**config.mk**
```make
export PLATFORM = sky130hd
export DESIGN_NAME = achi_interpreter
export DESIGN_NICKNAME = d
export VERILOG_FILES = /design/src/rtl/achi_pkg.sv /design/src/rtl/achi_port_match.sv /design/src/rtl/achi_interpreter.sv
export SDC_FILE = /design/constraint.sdc
export NUM_CORES = 2
export LEC_CHECK = 0
export ABC_AREA = 1
export CORE_MARGIN = 3
export CORE_UTILIZATION = 55
export DETAILED_ROUTE_END_ITERATION = 8
export DONT_BUFFER_PORTS = 1
export GPL_TIMING_DRIVEN = 0
export PLACE_DENSITY = 0.82
export SYNTH_ARGS = -nofsm -noshare
export SYNTH_HDL_FRONTEND = slang
export SYNTH_HIERARCHICAL = 1
export SYNTH_SLANG_ARGS = --single-unit
export TNS_END_PERCENT = 50
```
**constraint.sdc**
```tcl
create_clock -name clk -period 3 [get_ports clk]
set_clock_uncertainty 0.1 [all_clocks]
set_input_delay 0.9 -clock clk [delete_from_list [all_inputs] [get_ports clk]]
set_output_delay 0.9 -clock clk [all_outputs]
set_load 0.02 [all_outputs]
```
**src/rtl/achi_pkg.sv**
```systemverilog
// Purpose: Shared constants and types of the call handling interpreter.
// Assumes: Registers sit on a plain 32-bit port; one clock.
// Notes: Digits are packed as eight 4-bit codes, all-zero meaning blank.
package achi_pkg;
    localparam int SLOTS = 10;
    localparam int PORTS = 4;
    localparam int NUM_W = 32;
    localparam logic [3:0] SLOT_LAST = 4'h9;
    localparam logic [1:0] ESC_COUNT = 2'h3;
    localparam logic [7:0] ESC_CHAR = 8'h2B;

    // Register byte addresses.
    localparam logic [7:0] REG_AUTO = 8'h00;
    localparam logic [7:0] REG_CFG = 8'h04;
    localparam logic [7:0] REG_DIR0 = 8'h08;
    localparam logic [7:0] REG_DIR1 = 8'h0C;
    localparam logic [7:0] REG_DIR2 = 8'h10;
    localparam logic [7:0] REG_DIR3 = 8'h14;
    localparam logic [7:0] REG_STATUS = 8'h18;

    // Field positions and reset values.
    localparam int CFG_IGN_DTR = 0;
    localparam int ST_PEND = 2;
    localparam int ST_PORT = 4;
    localparam int ST_RINGS = 8;
    localparam logic [7:0] AUTO_RESET = 8'h00;
    localparam logic IGN_DTR_RESET = 1'b0;
    localparam logic [31:0] DIR_RESET = 32'h0000_0000;

    // Result codes, terse numbering; NUMBER reports a stored slot.
    localparam logic [3:0] RES_OK = 4'h0;
    localparam logic [3:0] RES_CONNECT = 4'h1;
    localparam logic [3:0] RES_RING = 4'h2;
    localparam logic [3:0] RES_NO_CARRIER = 4'h3;
    localparam logic [3:0] RES_ERROR = 4'h4;
    localparam logic [3:0] RES_BUSY = 4'h7;
    localparam logic [3:0] RES_NUMBER = 4'hF;

    typedef enum logic [1:0] {
        MODE_OFFLINE = 2'b00,
        MODE_DIALING = 2'b01,
        MODE_DATA = 2'b10,
        MODE_ONLINE_CMD = 2'b11
    } achi_mode_e;

    typedef enum logic [3:0] {
        CMD_ATTENTION = 4'h0,
        CMD_STORE = 4'h1,
        CMD_SHOW = 4'h2,
        CMD_LIST = 4'h3,
        CMD_DIAL_STORED = 4'h4,
        CMD_ANSWER = 4'h5,
        CMD_HANGUP = 4'h6,
        CMD_ESC_HANGUP = 4'h7,
        CMD_RETURN_ONLINE = 4'h8
    } achi_cmd_e;
endpackage

```
**src/rtl/achi_port_match.sv**
```systemverilog
// Purpose: Tells whether one port may take a call to a called number.
// Assumes: A directory number of all zeros is blank.
// Notes: Purely combinational; one instance per port.
`timescale 1ns/10ps
module achi_port_match (
    // Port setting and state
    input wire logic [achi_pkg::NUM_W-1:0] dirNumber,
    input wire logic busy,
    // Incoming call
    input wire logic [achi_pkg::NUM_W-1:0] calledNumber,
    // Eligibility
    output logic matchFree,
    output logic blankFree
);
    logic blank;

    assign blank = (dirNumber == '0);
    assign matchFree = !busy && !blank && (dirNumber == calledNumber);
    assign blankFree = !busy && blank;
endmodule // achi_port_match

```
**src/rtl/achi_interpreter.sv**
```systemverilog
// Purpose: Command and call handling core of the terminal adapter.
// Assumes: Commands arrive decoded, one per cmdValid pulse; inputs are synchronous.
// Notes: Notes on behaviour
// Notes on behaviour
// - Host character cancels unfinished outgoing call.
// - Store command saves dial string in slot.
// - Dial-stored command dials the slot's number.
// - Show command reports one slot's string.
// - Ten slots; list reports all of them.
// - Incoming call raises ring indicator, RING each.
// - Answer command answers pending incoming call.
// - Offline autoanswer on ring matching setting.
// - Ring setting zero disables autoanswer.
// - Without ignore-DTR, calls need DTR high.
// - Blank directory number accepts any called number.
// - Matching directory number beats blank one.
// - Busy match falls to other free eligible.
// - No eligible free port rejects with busy.
// - Ports ordered data1, data2, modem1, modem2.
// - Escape then hang-up, or both combined.
// - Bare attention command answers OK.
// - Data mode passes host text through.
// - Return-online resumes data mode.
`timescale 1ns/10ps
module achi_interpreter (
    // Clock and reset
    input wire logic clk,
    input wire logic rst,
    // Register port
    input wire logic [7:0] regAddr,
    input wire logic [31:0] regWdata,
    input wire logic regWrite,
    input wire logic regRead,
    output logic [31:0] regRdata,
    // Decoded host commands
    input wire logic cmdValid,
    input wire achi_pkg::achi_cmd_e cmdOp,
    input wire logic [3:0] cmdIndex,
    input wire logic [achi_pkg::NUM_W-1:0] cmdNumber,
    output logic cmdReady,
    // Raw host characters
    input wire logic hostCharValid,
    input wire logic [7:0] hostChar,
    input wire logic dtr,
    // Results to host
    output logic resultValid,
    output logic [3:0] resultCode,
    output logic [3:0] resultSlot,
    output logic [achi_pkg::NUM_W-1:0] resultNumber,
    output logic ringResult,
    output logic ringIndicator,
    // Line side
    input wire logic linkUp,
    input wire logic callArrive,
    input wire logic [achi_pkg::NUM_W-1:0] calledNumber,
    input wire logic ringIn,
    input wire logic callGone,
    input wire logic [achi_pkg::PORTS-1:0] portBusy,
    output logic dialReq,
    output logic [achi_pkg::NUM_W-1:0] dialNumber,
    output logic answerReq,
    output logic hangupReq,
    output logic busyReject,
    output logic [1:0] routedPort,
    output logic remoteValid,
    output logic [7:0] remoteChar
);
    achi_pkg::achi_mode_e mode_q, mode_d;
    logic [achi_pkg::NUM_W-1:0] mem_q [achi_pkg::SLOTS], mem_d [achi_pkg::SLOTS];
    logic [achi_pkg::NUM_W-1:0] dir_q [achi_pkg::PORTS], dir_d [achi_pkg::PORTS];
    logic [7:0] autoRings_q, autoRings_d, ringCount_q, ringCount_d;
    logic ignDtr_q, ignDtr_d, pending_q, pending_d, listing_q, listing_d;
    logic [3:0] listIdx_q, listIdx_d;
    logic [1:0] plus_q, plus_d, port_q, port_d;
    logic [31:0] rdata_q, rdata_d;
    logic resV_q, resV_d, ring_q, ring_d, dial_q, dial_d, ans_q, ans_d;
    logic hang_q, hang_d, busy_q, busy_d, remV_q, remV_d;
    logic [3:0] resCode_q, resCode_d, resSlot_q, resSlot_d;
    logic [achi_pkg::NUM_W-1:0] resNum_q, resNum_d, dialNum_q, dialNum_d;
    logic [7:0] remChar_q, remChar_d;
    logic [achi_pkg::PORTS-1:0] matchFree, blankFree;
    logic routeOk;
    logic [1:0] routePort;
    logic idxOk, autoHit;
    logic ready_q, ready_d;

    // One matcher per port, in data1, data2, modem1, modem2 order.
    for (genvar p = 0; p < achi_pkg::PORTS; p++) begin : g_match
        achi_port_match u_match (
            .dirNumber(dir_q[p]),
            .busy(portBusy[p]),
            .calledNumber(calledNumber),
            .matchFree(matchFree[p]),
            .blankFree(blankFree[p])
        );
    end

    // Lowest free match first, otherwise lowest free blank port.
    always_comb begin
        routeOk = 1'b0;
        routePort = 2'h0;
        for (int p = achi_pkg::PORTS - 1; p >= 0; p--) begin
            if (blankFree[p]) begin
                routeOk = 1'b1;
                routePort = 2'(p);
            end
        end
        for (int p = achi_pkg::PORTS - 1; p >= 0; p--) begin
            if (matchFree[p]) begin
                routeOk = 1'b1;
                routePort = 2'(p);
            end
        end
    end

    assign idxOk = (cmdIndex <= achi_pkg::SLOT_LAST);
    assign autoHit = pending_q && ringIn && (autoRings_q != 8'h00)
        && (ringCount_q + 8'h01 == autoRings_q) && (mode_q == achi_pkg::MODE_OFFLINE);

    always_comb begin
        mode_d = mode_q;
        mem_d = mem_q;
        dir_d = dir_q;
        autoRings_d = autoRings_q;
        ignDtr_d = ignDtr_q;
        ringCount_d = ringCount_q;
        pending_d = pending_q;
        listing_d = listing_q;
        listIdx_d = listIdx_q;
        plus_d = plus_q;
        port_d = port_q;
        rdata_d = rdata_q;
        resV_d = 1'b0;
        resCode_d = resCode_q;
        resSlot_d = resSlot_q;
        resNum_d = resNum_q;
        ring_d = 1'b0;
        dial_d = 1'b0;
        dialNum_d = dialNum_q;
        ans_d = 1'b0;
        hang_d = 1'b0;
        busy_d = 1'b0;
        remV_d = 1'b0;
        remChar_d = remChar_q;

        // Register port; unmapped addresses read zero.
        if (regWrite) begin
            unique case (regAddr)
                achi_pkg::REG_AUTO: autoRings_d = regWdata[7:0];
                achi_pkg::REG_CFG: ignDtr_d = regWdata[achi_pkg::CFG_IGN_DTR];
                achi_pkg::REG_DIR0: dir_d[0] = regWdata;
                achi_pkg::REG_DIR1: dir_d[1] = regWdata;
                achi_pkg::REG_DIR2: dir_d[2] = regWdata;
                achi_pkg::REG_DIR3: dir_d[3] = regWdata;
                default: ;
            endcase
        end
        rdata_d = 32'h0000_0000;
        if (regRead) begin
            unique case (regAddr)
                achi_pkg::REG_AUTO: rdata_d[7:0] = autoRings_q;
                achi_pkg::REG_CFG: rdata_d[achi_pkg::CFG_IGN_DTR] = ignDtr_q;
                achi_pkg::REG_DIR0: rdata_d = dir_q[0];
                achi_pkg::REG_DIR1: rdata_d = dir_q[1];
                achi_pkg::REG_DIR2: rdata_d = dir_q[2];
                achi_pkg::REG_DIR3: rdata_d = dir_q[3];
                achi_pkg::REG_STATUS: begin
                    rdata_d[1:0] = mode_q;
                    rdata_d[achi_pkg::ST_PEND] = pending_q;
                    rdata_d[achi_pkg::ST_PORT +: 2] = port_q;
                    rdata_d[achi_pkg::ST_RINGS +: 8] = ringCount_q;
                end
                default: ;
            endcase
        end

        // Host characters: cancel a dial, or pass data and watch for escape.
        if (hostCharValid) begin
            if (mode_q == achi_pkg::MODE_DIALING) begin
                mode_d = achi_pkg::MODE_OFFLINE;
                hang_d = 1'b1;
                resV_d = 1'b1;
                resCode_d = achi_pkg::RES_NO_CARRIER;
            end else if (mode_q == achi_pkg::MODE_DATA) begin
                remV_d = 1'b1;
                remChar_d = hostChar;
                if (hostChar == achi_pkg::ESC_CHAR) begin
                    plus_d = plus_q + 2'h1;
                    if (plus_q + 2'h1 == achi_pkg::ESC_COUNT) begin
                        mode_d = achi_pkg::MODE_ONLINE_CMD;
                        plus_d = 2'h0;
                    end
                end else begin
                    plus_d = 2'h0;
                end
            end
        end
        if (mode_q == achi_pkg::MODE_DIALING && linkUp && !hostCharValid) begin
            mode_d = achi_pkg::MODE_DATA;
            resV_d = 1'b1;
            resCode_d = achi_pkg::RES_CONNECT;
        end

        // Listing walks every slot, one report a cycle.
        if (listing_q) begin
            resV_d = 1'b1;
            resCode_d = achi_pkg::RES_NUMBER;
            resSlot_d = listIdx_q;
            resNum_d = mem_q[listIdx_q];
            listIdx_d = listIdx_q + 4'h1;
            listing_d = (listIdx_q != achi_pkg::SLOT_LAST);
        end else if (cmdValid && (mode_q == achi_pkg::MODE_OFFLINE
                || mode_q == achi_pkg::MODE_ONLINE_CMD
                || (mode_q == achi_pkg::MODE_DATA && cmdOp == achi_pkg::CMD_ESC_HANGUP))) begin
            resV_d = 1'b1;
            resCode_d = achi_pkg::RES_OK;
            unique case (cmdOp)
                achi_pkg::CMD_ATTENTION: ;
                achi_pkg::CMD_STORE: begin
                    if (idxOk) mem_d[cmdIndex] = cmdNumber;
                    else resCode_d = achi_pkg::RES_ERROR;
                end
                achi_pkg::CMD_SHOW: begin
                    if (idxOk) begin
                        resCode_d = achi_pkg::RES_NUMBER;
                        resSlot_d = cmdIndex;
                        resNum_d = mem_q[cmdIndex];
                    end else begin
                        resCode_d = achi_pkg::RES_ERROR;
                    end
                end
                achi_pkg::CMD_LIST: begin
                    resV_d = 1'b0;
                    listing_d = 1'b1;
                    listIdx_d = 4'h0;
                end
                achi_pkg::CMD_DIAL_STORED: begin
                    if (idxOk && mode_q == achi_pkg::MODE_OFFLINE) begin
                        resV_d = 1'b0;
                        mode_d = achi_pkg::MODE_DIALING;
                        dial_d = 1'b1;
                        dialNum_d = mem_q[cmdIndex];
                    end else begin
                        resCode_d = achi_pkg::RES_ERROR;
                    end
                end
                achi_pkg::CMD_ANSWER: begin
                    if (pending_q && mode_q == achi_pkg::MODE_OFFLINE) begin
                        mode_d = achi_pkg::MODE_DATA;
                        ans_d = 1'b1;
                        pending_d = 1'b0;
                        ringCount_d = 8'h00;
                        resCode_d = achi_pkg::RES_CONNECT;
                    end else begin
                        resCode_d = achi_pkg::RES_ERROR;
                    end
                end
                achi_pkg::CMD_HANGUP, achi_pkg::CMD_ESC_HANGUP: begin
                    hang_d = (mode_q != achi_pkg::MODE_OFFLINE);
                    mode_d = achi_pkg::MODE_OFFLINE;
                    plus_d = 2'h0;
                end
                achi_pkg::CMD_RETURN_ONLINE: begin
                    if (mode_q == achi_pkg::MODE_ONLINE_CMD) begin
                        mode_d = achi_pkg::MODE_DATA;
                        resCode_d = achi_pkg::RES_CONNECT;
                    end else begin
                        resCode_d = achi_pkg::RES_ERROR;
                    end
                end
                default: resCode_d = achi_pkg::RES_ERROR;
            endcase
        end

        // Incoming calls; a new arrival is ignored while one is pending.
        if (callArrive && !pending_q) begin
            if ((ignDtr_q || dtr) && routeOk) begin
                pending_d = 1'b1;
                port_d = routePort;
                ringCount_d = 8'h00;
            end else begin
                busy_d = 1'b1;
            end
        end else if (pending_q && callGone) begin
            pending_d = 1'b0;
            ringCount_d = 8'h00;
        end else if (pending_q && ringIn) begin
            ring_d = 1'b1;
            ringCount_d = ringCount_q + 8'h01;
            if (autoHit) begin
                mode_d = achi_pkg::MODE_DATA;
                ans_d = 1'b1;
                pending_d = 1'b0;
                ringCount_d = 8'h00;
            end
        end
        ready_d = !listing_d;
    end

    always_ff @(posedge clk) begin
        if (rst) begin
            mode_q <= achi_pkg::MODE_OFFLINE;
            for (int i = 0; i < achi_pkg::SLOTS; i++) mem_q[i] <= 32'h0000_0000;
            for (int i = 0; i < achi_pkg::PORTS; i++) dir_q[i] <= achi_pkg::DIR_RESET;
            autoRings_q <= achi_pkg::AUTO_RESET;
            ignDtr_q <= achi_pkg::IGN_DTR_RESET;
            ringCount_q <= 8'h00;
            pending_q <= 1'b0;
            listing_q <= 1'b0;
            listIdx_q <= 4'h0;
            plus_q <= 2'h0;
            port_q <= 2'h0;
            rdata_q <= 32'h0000_0000;
            resV_q <= 1'b0;
            resCode_q <= achi_pkg::RES_OK;
            resSlot_q <= 4'h0;
            resNum_q <= 32'h0000_0000;
            ring_q <= 1'b0;
            dial_q <= 1'b0;
            dialNum_q <= 32'h0000_0000;
            ans_q <= 1'b0;
            hang_q <= 1'b0;
            busy_q <= 1'b0;
            remV_q <= 1'b0;
            remChar_q <= 8'h00;
            ready_q <= 1'b1;
        end else begin
            mode_q <= mode_d;
            mem_q <= mem_d;
            dir_q <= dir_d;
            autoRings_q <= autoRings_d;
            ignDtr_q <= ignDtr_d;
            ringCount_q <= ringCount_d;
            pending_q <= pending_d;
            listing_q <= listing_d;
            listIdx_q <= listIdx_d;
            plus_q <= plus_d;
            port_q <= port_d;
            rdata_q <= rdata_d;
            resV_q <= resV_d;
            resCode_q <= resCode_d;
            resSlot_q <= resSlot_d;
            resNum_q <= resNum_d;
            ring_q <= ring_d;
            dial_q <= dial_d;
            dialNum_q <= dialNum_d;
            ans_q <= ans_d;
            hang_q <= hang_d;
            busy_q <= busy_d;
            remV_q <= remV_d;
            remChar_q <= remChar_d;
            ready_q <= ready_d;
        end
    end

    assign regRdata = rdata_q;
    assign cmdReady = ready_q;
    assign resultValid = resV_q;
    assign resultCode = resCode_q;
    assign resultSlot = resSlot_q;
    assign resultNumber = resNum_q;
    assign ringResult = ring_q;
    assign ringIndicator = pending_q;
    assign dialReq = dial_q;
    assign dialNumber = dialNum_q;
    assign answerReq = ans_q;
    assign hangupReq = hang_q;
    assign busyReject = busy_q;
    assign routedPort = port_q;
    assign remoteValid = remV_q;
    assign remoteChar = remChar_q;
endmodule // achi_interpreter

```
Word level (Yosys, flattened, before mapping)
Cells that the tools add are included.
{"block": "totals", "reg_bits": 597, "inputBits": 135, "output_inout_bits": 123, "wordCells": 274}
{"block": "classes", "addsub": 3, "n_lt_le_gt_ge": 4, "eq_ne": 25, "muxes": 121, "bitwise": 9, "n_reduce_logical": 75}
{"operator": "bitwise mux 320 bit", "count": 1}
{"operator": "two-way mux 32 bit", "count": 9}
{"operator": "binary-select mux 32 bit (select 4 bit)", "count": 2}
{"operator": "demux 32 bit (select 4 bit)", "count": 1}
{"operator": "equality test 32 bit", "count": 4}
{"operator": "zero test 32 bit", "count": 4}
{"operator": "two-way mux 8 bit", "count": 9}
{"operator": "one-hot mux 16 bit (4 select lines)", "count": 1}
{"operator": "two-way mux 2 bit", "count": 31}
{"operator": "two-way mux 4 bit", "count": 13}
{"operator": "two-way mux 1 bit", "count": 41}
{"operator": "one-hot mux 8 bit (5 select lines)", "count": 1}
{"operator": "logical AND 1 bit", "count": 26}
{"operator": "equality test 8 x 5 -> 1 bit (second input constant)", "count": 3}
{"operator": "one-hot mux 2 bit (6 select lines)", "count": 2}
{"operator": "one-hot mux 4 bit (6 select lines)", "count": 1}
{"operator": "AND reduction 2 bit", "count": 9}
{"operator": "equality test 4 x 3 -> 1 bit (second input constant)", "count": 4}
{"operator": "equality test 8 x 4 -> 1 bit (second input constant)", "count": 2}
{"operator": "two-way mux 3 bit", "count": 4}
{"operator": "zero test 1 bit", "count": 11}
{"operator": "greater-or-equal comparator 5 bit (second input constant)", "count": 2}
{"operator": "NOT 4 -> 5 bit", "count": 2}
{"operator": "one-hot mux 2 bit (5 select lines)", "count": 1}
{"operator": "31 further kinds", "count": 53}

Depth between registers and ports, before layout
{"block": "logic_depth", "word_depth": 16, "depth_mapped": 17, "mapped_depth_nobuf": 17}

Modules after synthesis
The synthesis kept the hierarchy.
{"module": "achi_interpreter", "n_inst": 1, "cells_each": 4007, "area_per_inst_um2": 27946.8, "seq_area_each_um2": 11951.5}
{"module": "achi_port_match", "n_inst": 4, "cells_each": 167, "area_per_inst_um2": 714.4, "seq_area_each_um2": 0.0}

Worst setup path before layout
OpenSTA, ideal clock, no wires.
{"block": "synth_path", "kind": "input to register", "from": "input calledNumber[15] in the netlist's numbering", "to": "register ringCount_q[0]", "setup_ns": 0.060, "arrival_time_ns": 2.456, "t_required_ns": 2.840, "path_slack_ns": 0.384, "path_stages": 12, "n_path_buf": 0, "cell_sequence": "inv_1 > or2_2 > o211ai_1 > nor2_1 > nand3_1 > nor2_2 > or2_2 > nor3_1 > nor2_1 > nor3_2 > nand3_1 > nand2_1"}
{"block": "synth_between", "elab_chain_cells": 9, "word_cells_on_any_way": 15, "classes_between": "eq/ne (4); mux (6); reduce/logical (5)"}
{"element": "start: declaration", "line": "achi_interpreter.sv:55", "rtl": "input wire logic [achi_pkg::NUM_W-1:0] calledNumber,"}
{"element": "equality test 32 bit", "line": "achi_port_match.sv:18", "rtl": "assign matchFree = !busy && !blank && (dirNumber == calledNumber);"}
{"element": "logical AND 1 bit", "line": "achi_port_match.sv:18"}
{"element": "via matchFree (one bit)", "line": "achi_interpreter.sv:81", "rtl": "logic [achi_pkg::PORTS-1:0] matchFree, blankFree;"}
{"element": "two-way mux 1 bit (4 in series)", "line": "achi_interpreter.sv:109", "rtl": "if (matchFree[p]) begin"}
{"element": "logical AND 1 bit", "line": "achi_interpreter.sv:277", "rtl": "if ((ignDtr_q || dtr) && routeOk) begin"}
{"element": "two-way mux 8 bit", "line": "achi_interpreter.sv:277"}
{"element": "two-way mux 8 bit", "line": "achi_interpreter.sv:276", "rtl": "if (callArrive && !pending_q) begin"}
{"element": "end signal: assignment", "line": "achi_interpreter.sv:333", "rtl": "ringCount_q <= ringCount_d;"}
{"element": "end: declaration", "line": "achi_interpreter.sv:71", "rtl": "logic [7:0] autoRings_q, autoRings_d, ringCount_q, ringCount_d;"}
The timed path passes the listed nets, and every way through them passes these cells.
A chain may end at the register's enable or synchronous reset.

Worst setup path in the final report
{"block": "layout_path", "from": "register listIdx_q[1]", "to": "register resNum_q, in the netlist resultNumber[31]"}
{"block": "layout_between", "elab_chain_cells": 5}
{"element": "start: declaration", "line": "achi_interpreter.sv:73", "rtl": "logic [3:0] listIdx_q, listIdx_d;"}
{"element": "start signal: assignment", "line": "achi_interpreter.sv:336", "rtl": "listIdx_q <= listIdx_d;"}
{"element": "NOT 4 -> 5 bit (not written as such)", "line": "achi_interpreter.sv:209", "rtl": "resNum_d = mem_q[listIdx_q];"}
{"element": "binary-select mux 32 bit (select 4 bit)", "line": "achi_interpreter.sv:209"}
{"element": "two-way mux 32 bit (not written as such) (2 in series)", "line": "achi_interpreter.sv:209"}
{"element": "two-way mux 32 bit", "line": "achi_interpreter.sv:205", "rtl": "if (listing_q) begin"}
{"element": "end signal: assignment", "line": "achi_interpreter.sv:343", "rtl": "resNum_q <= resNum_d;"}
{"element": "end: declaration", "line": "achi_interpreter.sv:79", "rtl": "logic [achi_pkg::NUM_W-1:0] resNum_q, resNum_d, dialNum_q, dialNum_d;"}
Every way passes these cells. The select of a mux whose other input is x is not followed.

==> results.md <==
## Floorplan
• **Die W** 243 um
• **Die ar.** 58900 um2
• **number of rows created at floorplan** 86
• **effective utilization at floorplan** 0.557
• **DIE HEIGHT** 243 um
• **I/O pins** 258
• **core area** 55300 um2

## Global routing
• **Remaining Overflow, GRT** 0
• **wire length of the first global-routing pass** 207000 um
• **initial antenna violation count** 2
• **met1 track demand over resource** 0.541
• **number of global-route vias before repair** 32400
• **global-route met2 utilization** 0.721
• **largest net degree at the start of global routing** 16
• **overall fraction of global-route tracks in use** 0.466
• **grt met3 use** 0.141
• **most heavily used metal layer in global routing** met2

## Placed design
• **setup slack after placement** -484 ps
• **weighted congestion at the end of routability-driven global placement** 1.10
• **half-perimeter wire length of the detailed placement result** 110000 um
• **count of buffers inserted at the top-level ports** 0

## Detailed routing
• **Iteration-0 DRC Markers** 5993
• **detail-routed net length per standard cell** 26.1 um
• **vias** 35700
• **DRC violations left** 0
• **ratio of routed vias to standard cells** 6.44
• **iteration count of the initial detailed-routing pass** 8
• **total detailed-routing wirelength** 145000 um
• **Final ANT Viol Nets** 0

## Cells and area
• **layout cell share with drive strength beyond 1** 0.0463
• **sequential cell area** 12000 um2
• **multi-input gate area in the final layout** 15700 um2
• **layout overhead on the synthesized area** 10.6%
• **count of filler cells inserted in the layout** 5412
• **number of nets in the layout** 4886

## Clocking
• **clock tree root driver cell** clkbuf_16
• **CTS Hold Bufs** 0
• **clock slew at the register clock pins of the worst setup and hold paths** 60 ps
• **number of buffers on the longest clock path** 3
• **insertion delay to the later sink of the worst-skew pair** 660 ps
• **TritonCTS clock tree** done
• **CTS buffer count** 66
• **number of clock sinks** 597
• **CTS HTree Levels** 3

## STA
• **fin. max-slew vios** 0
• **Setup WS post-layout** -84.7 ps
• **post-route minimum period** 3080 ps
• **number of failing hold endpoints at the final stage** 0
• **slew of the pin with the lowest slew margin** 1370 ps
• **count of endpoints failing setup in the final report** 10
• **hold slack** 291 ps
• **post-route clock period utilization** 1.03
• **Max-slew headroom** 0.0842
• **maximum clock frequency** 324 MHz
• **unrepaired setup endpoints after global routing** yes

## Synth
• **Post-Synthesis Net Count** 4817
• **predominant post-synthesis flop cell** dfxtp_1
• **sequential fraction of the synthesis area** 0.388
• **largest area contributor in the netlist** dfxtp_1
• **FFs w/ async S/R, synth** 0
• **Synth Warn #** 6
• **top-area cell type share of the netlist area** 0.388
• **Synth Cell Area** 30800 um2
• **Gate Count Post-Synth** 4675
• **number of synthesized flops with an enable pin** 0
• **largest cells by area after synthesis** dfxtp_1 39%, nand2_1 13%, a21oi_1 8.6%, o21ai_0 8.0%, nand3_1 7.6%
• **number of distinct library cells after synthesis** 41
• **Synth Register Bits** 597
• **syn_area_per_cell** 6.59 um2

## Worst setup path
• **critical path fanouts, max** 10
• **data arrival time of the critical path** 3570 ps
• **reg2reg start** listIdx_q[1]
• **critical path launch point** listIdx_q[1]
• **startpoint class of the critical path** flop
• **classification of the worst setup path** reg2reg
• **endpoint kind of the worst setup timing path** flop
• **Cell Chain, Critical Path** clkbuf_1 > clkbuf_1 > buf_1 > o21ai_0 > o22ai_1 > o211ai_1 > nand2_1 > nand2_1 > nor2_1
• **Max stage delay on crit path** 700 ps
• **Slowest-stage cell, CP** buf_1
• **data required time of the critical path** 3490 ps

## Run status
• **status** finished with violations
• **violations in the final reports** setup timing

## Power
• **P_leak** 12.5 nW
• **worst vdd rail ir drop** 0.447 mV
• **Pwr Density** 523 nW/um2

## Worst hold path
• **worst min-delay path category** in2reg
• **worst hold start** hostChar[4]

## Run
• **max-cap violation count** 0

## metrics by stage
step	std cells	total power [mW]	area, um2	utilization	TNS, ps
2_1_floorplan	4675	8.82	30800	-	0
3_3_place_gp	5423	9.24	31700	0.574	-92130
3_5_place_dp	5423	9.25	31700	0.574	-99240
4_1_cts	5539	17.7	34000	0.615	0
5_1_grt	5540	18.1	34100	0.616	-42.2
6_report	5543	17.8	34100	0.616	-548
## cells in the mapped netlist (4+ instances only)
cell	n
nand2_1	1045
dfxtp_1	597
a21oi_1	531
o21ai_0	494
nand3_1	470
inv_1	399
nor2_1	379
clkbuf_1	289
a22oi_1	90
o211ai_1	75
nand4_1	29
o221ai_1	25
o22ai_1	23
nor3_1	22
buf_2	21
xor2_1	21
buf_6	20
inv_2	17
a41oi_1	16
nor2_2	14
a31oi_1	12
buf_1	12
buf_4	12
o2111ai_1	12
xnor2_1	12
ha_1	7
or2_2	7
nand2_2	6
clkinv_1	4
## state kept, by name (all words and copies together), names as in the netlist, 8 cells and up
signal and count:
regRdata 32, mem_q 320, ringCount_q 8, dialNumber 32, remoteChar 8, dir_q 128
autoRings_q 8, resultNumber 32
## cells by family after synthesis
group | after synthesis | synth area share
DFF | 597 | 0.388
buffers and inverters | 774 | 0.102
AOI/OAI and AO/OA | 1283 | 0.230
and+or+nand+nor | 1981 | 0.268
adders and majority gates | 7 | 0.00284
xor gates and xnor gates | 33 | 0.00938
## critical path, delay by kind of cell, from the launching register on
family	cells	cell delay, ps
compound gates	3	670
buf+inv	3	1530
simple gates	3	360
flops	1	350
## final cells by class
cell class                 instances  share of cell area
timing repair buffer               1            0.000588
buffer                           354              0.0460
multi-input combinational       3304               0.462
clock buffer                      88              0.0554
tap                              748              0.0275
inverter                         420              0.0463
sequential                       597               0.351
clock inverter                    28              0.0109
antenna                            3            0.000220
## layer usage
| layer | vias up | wire, um |
|---|---|---|
| li1 | 15700 | - |
| met1 | 16300 | 49800 |
| met2 | 2945 | 61700 |
| met3 | 739 | 19300 |
| met4 | 4 | 13700 |
| met5 | - | 76 |
## placed cells by master, fill, tap and decap left out, types with 3 or more instances in the layout
| cell type | count |
|---|---|
| a21oi_1 | 531 |
| a22oi_1 | 90 |
| a31oi_1 | 12 |
| a41oi_1 | 16 |
| buf_1 | 13 |
| buf_2 | 21 |
| buf_4 | 12 |
| buf_6 | 20 |
| bufinv_16 | 7 |
| clkbuf_1 | 289 |
| clkbuf_16 | 68 |
| clkbuf_2 | 7 |
| clkbuf_8 | 11 |
| clkinv_1 | 4 |
| clkinv_2 | 10 |
| clkinv_4 | 3 |
| dfxtp_1 | 596 |
| diode_2 | 3 |
| ha_1 | 7 |
| inv_1 | 399 |
| inv_2 | 17 |
| inv_6 | 4 |
| nand2_1 | 1045 |
| nand2_2 | 6 |
| nand3_1 | 470 |
| nand4_1 | 29 |
| nor2_1 | 376 |
| nor2_2 | 17 |
| nor3_1 | 22 |
| o2111ai_1 | 12 |
| o211ai_1 | 75 |
| o21ai_0 | 494 |
| o221ai_1 | 25 |
| o22ai_1 | 23 |
| or2_2 | 7 |
| xnor2_1 | 12 |
| xor2_1 | 21 |
## power by group
part	switching [mW]	total (mW)	internal [mW]	leakage, nW
Sequential	0.0846	8.05	7.97	4.81
Clock	3.59	8.65	5.06	1.11
Combinational	0.886	1.11	0.227	6.53
Total	4.56	17.8	13.2	12.5
## what timing repair did
action,in CTS,in global routing
resized for setup,0,24
endpoints found under the setup margin,0,70
buffers inserted,0,1
## worst paths after layout
kind                            slack (ps)  cells past startpoint          endpoint
worst max-delay path                   -80                      9  resultNumber[31]
worst min-delay path                   290                      2     remoteChar[4]
worst max register to register         -80                      9  resultNumber[31]
worst min register to register         360                      2        mem_q[140]
(Power assumes the default switching activity.)
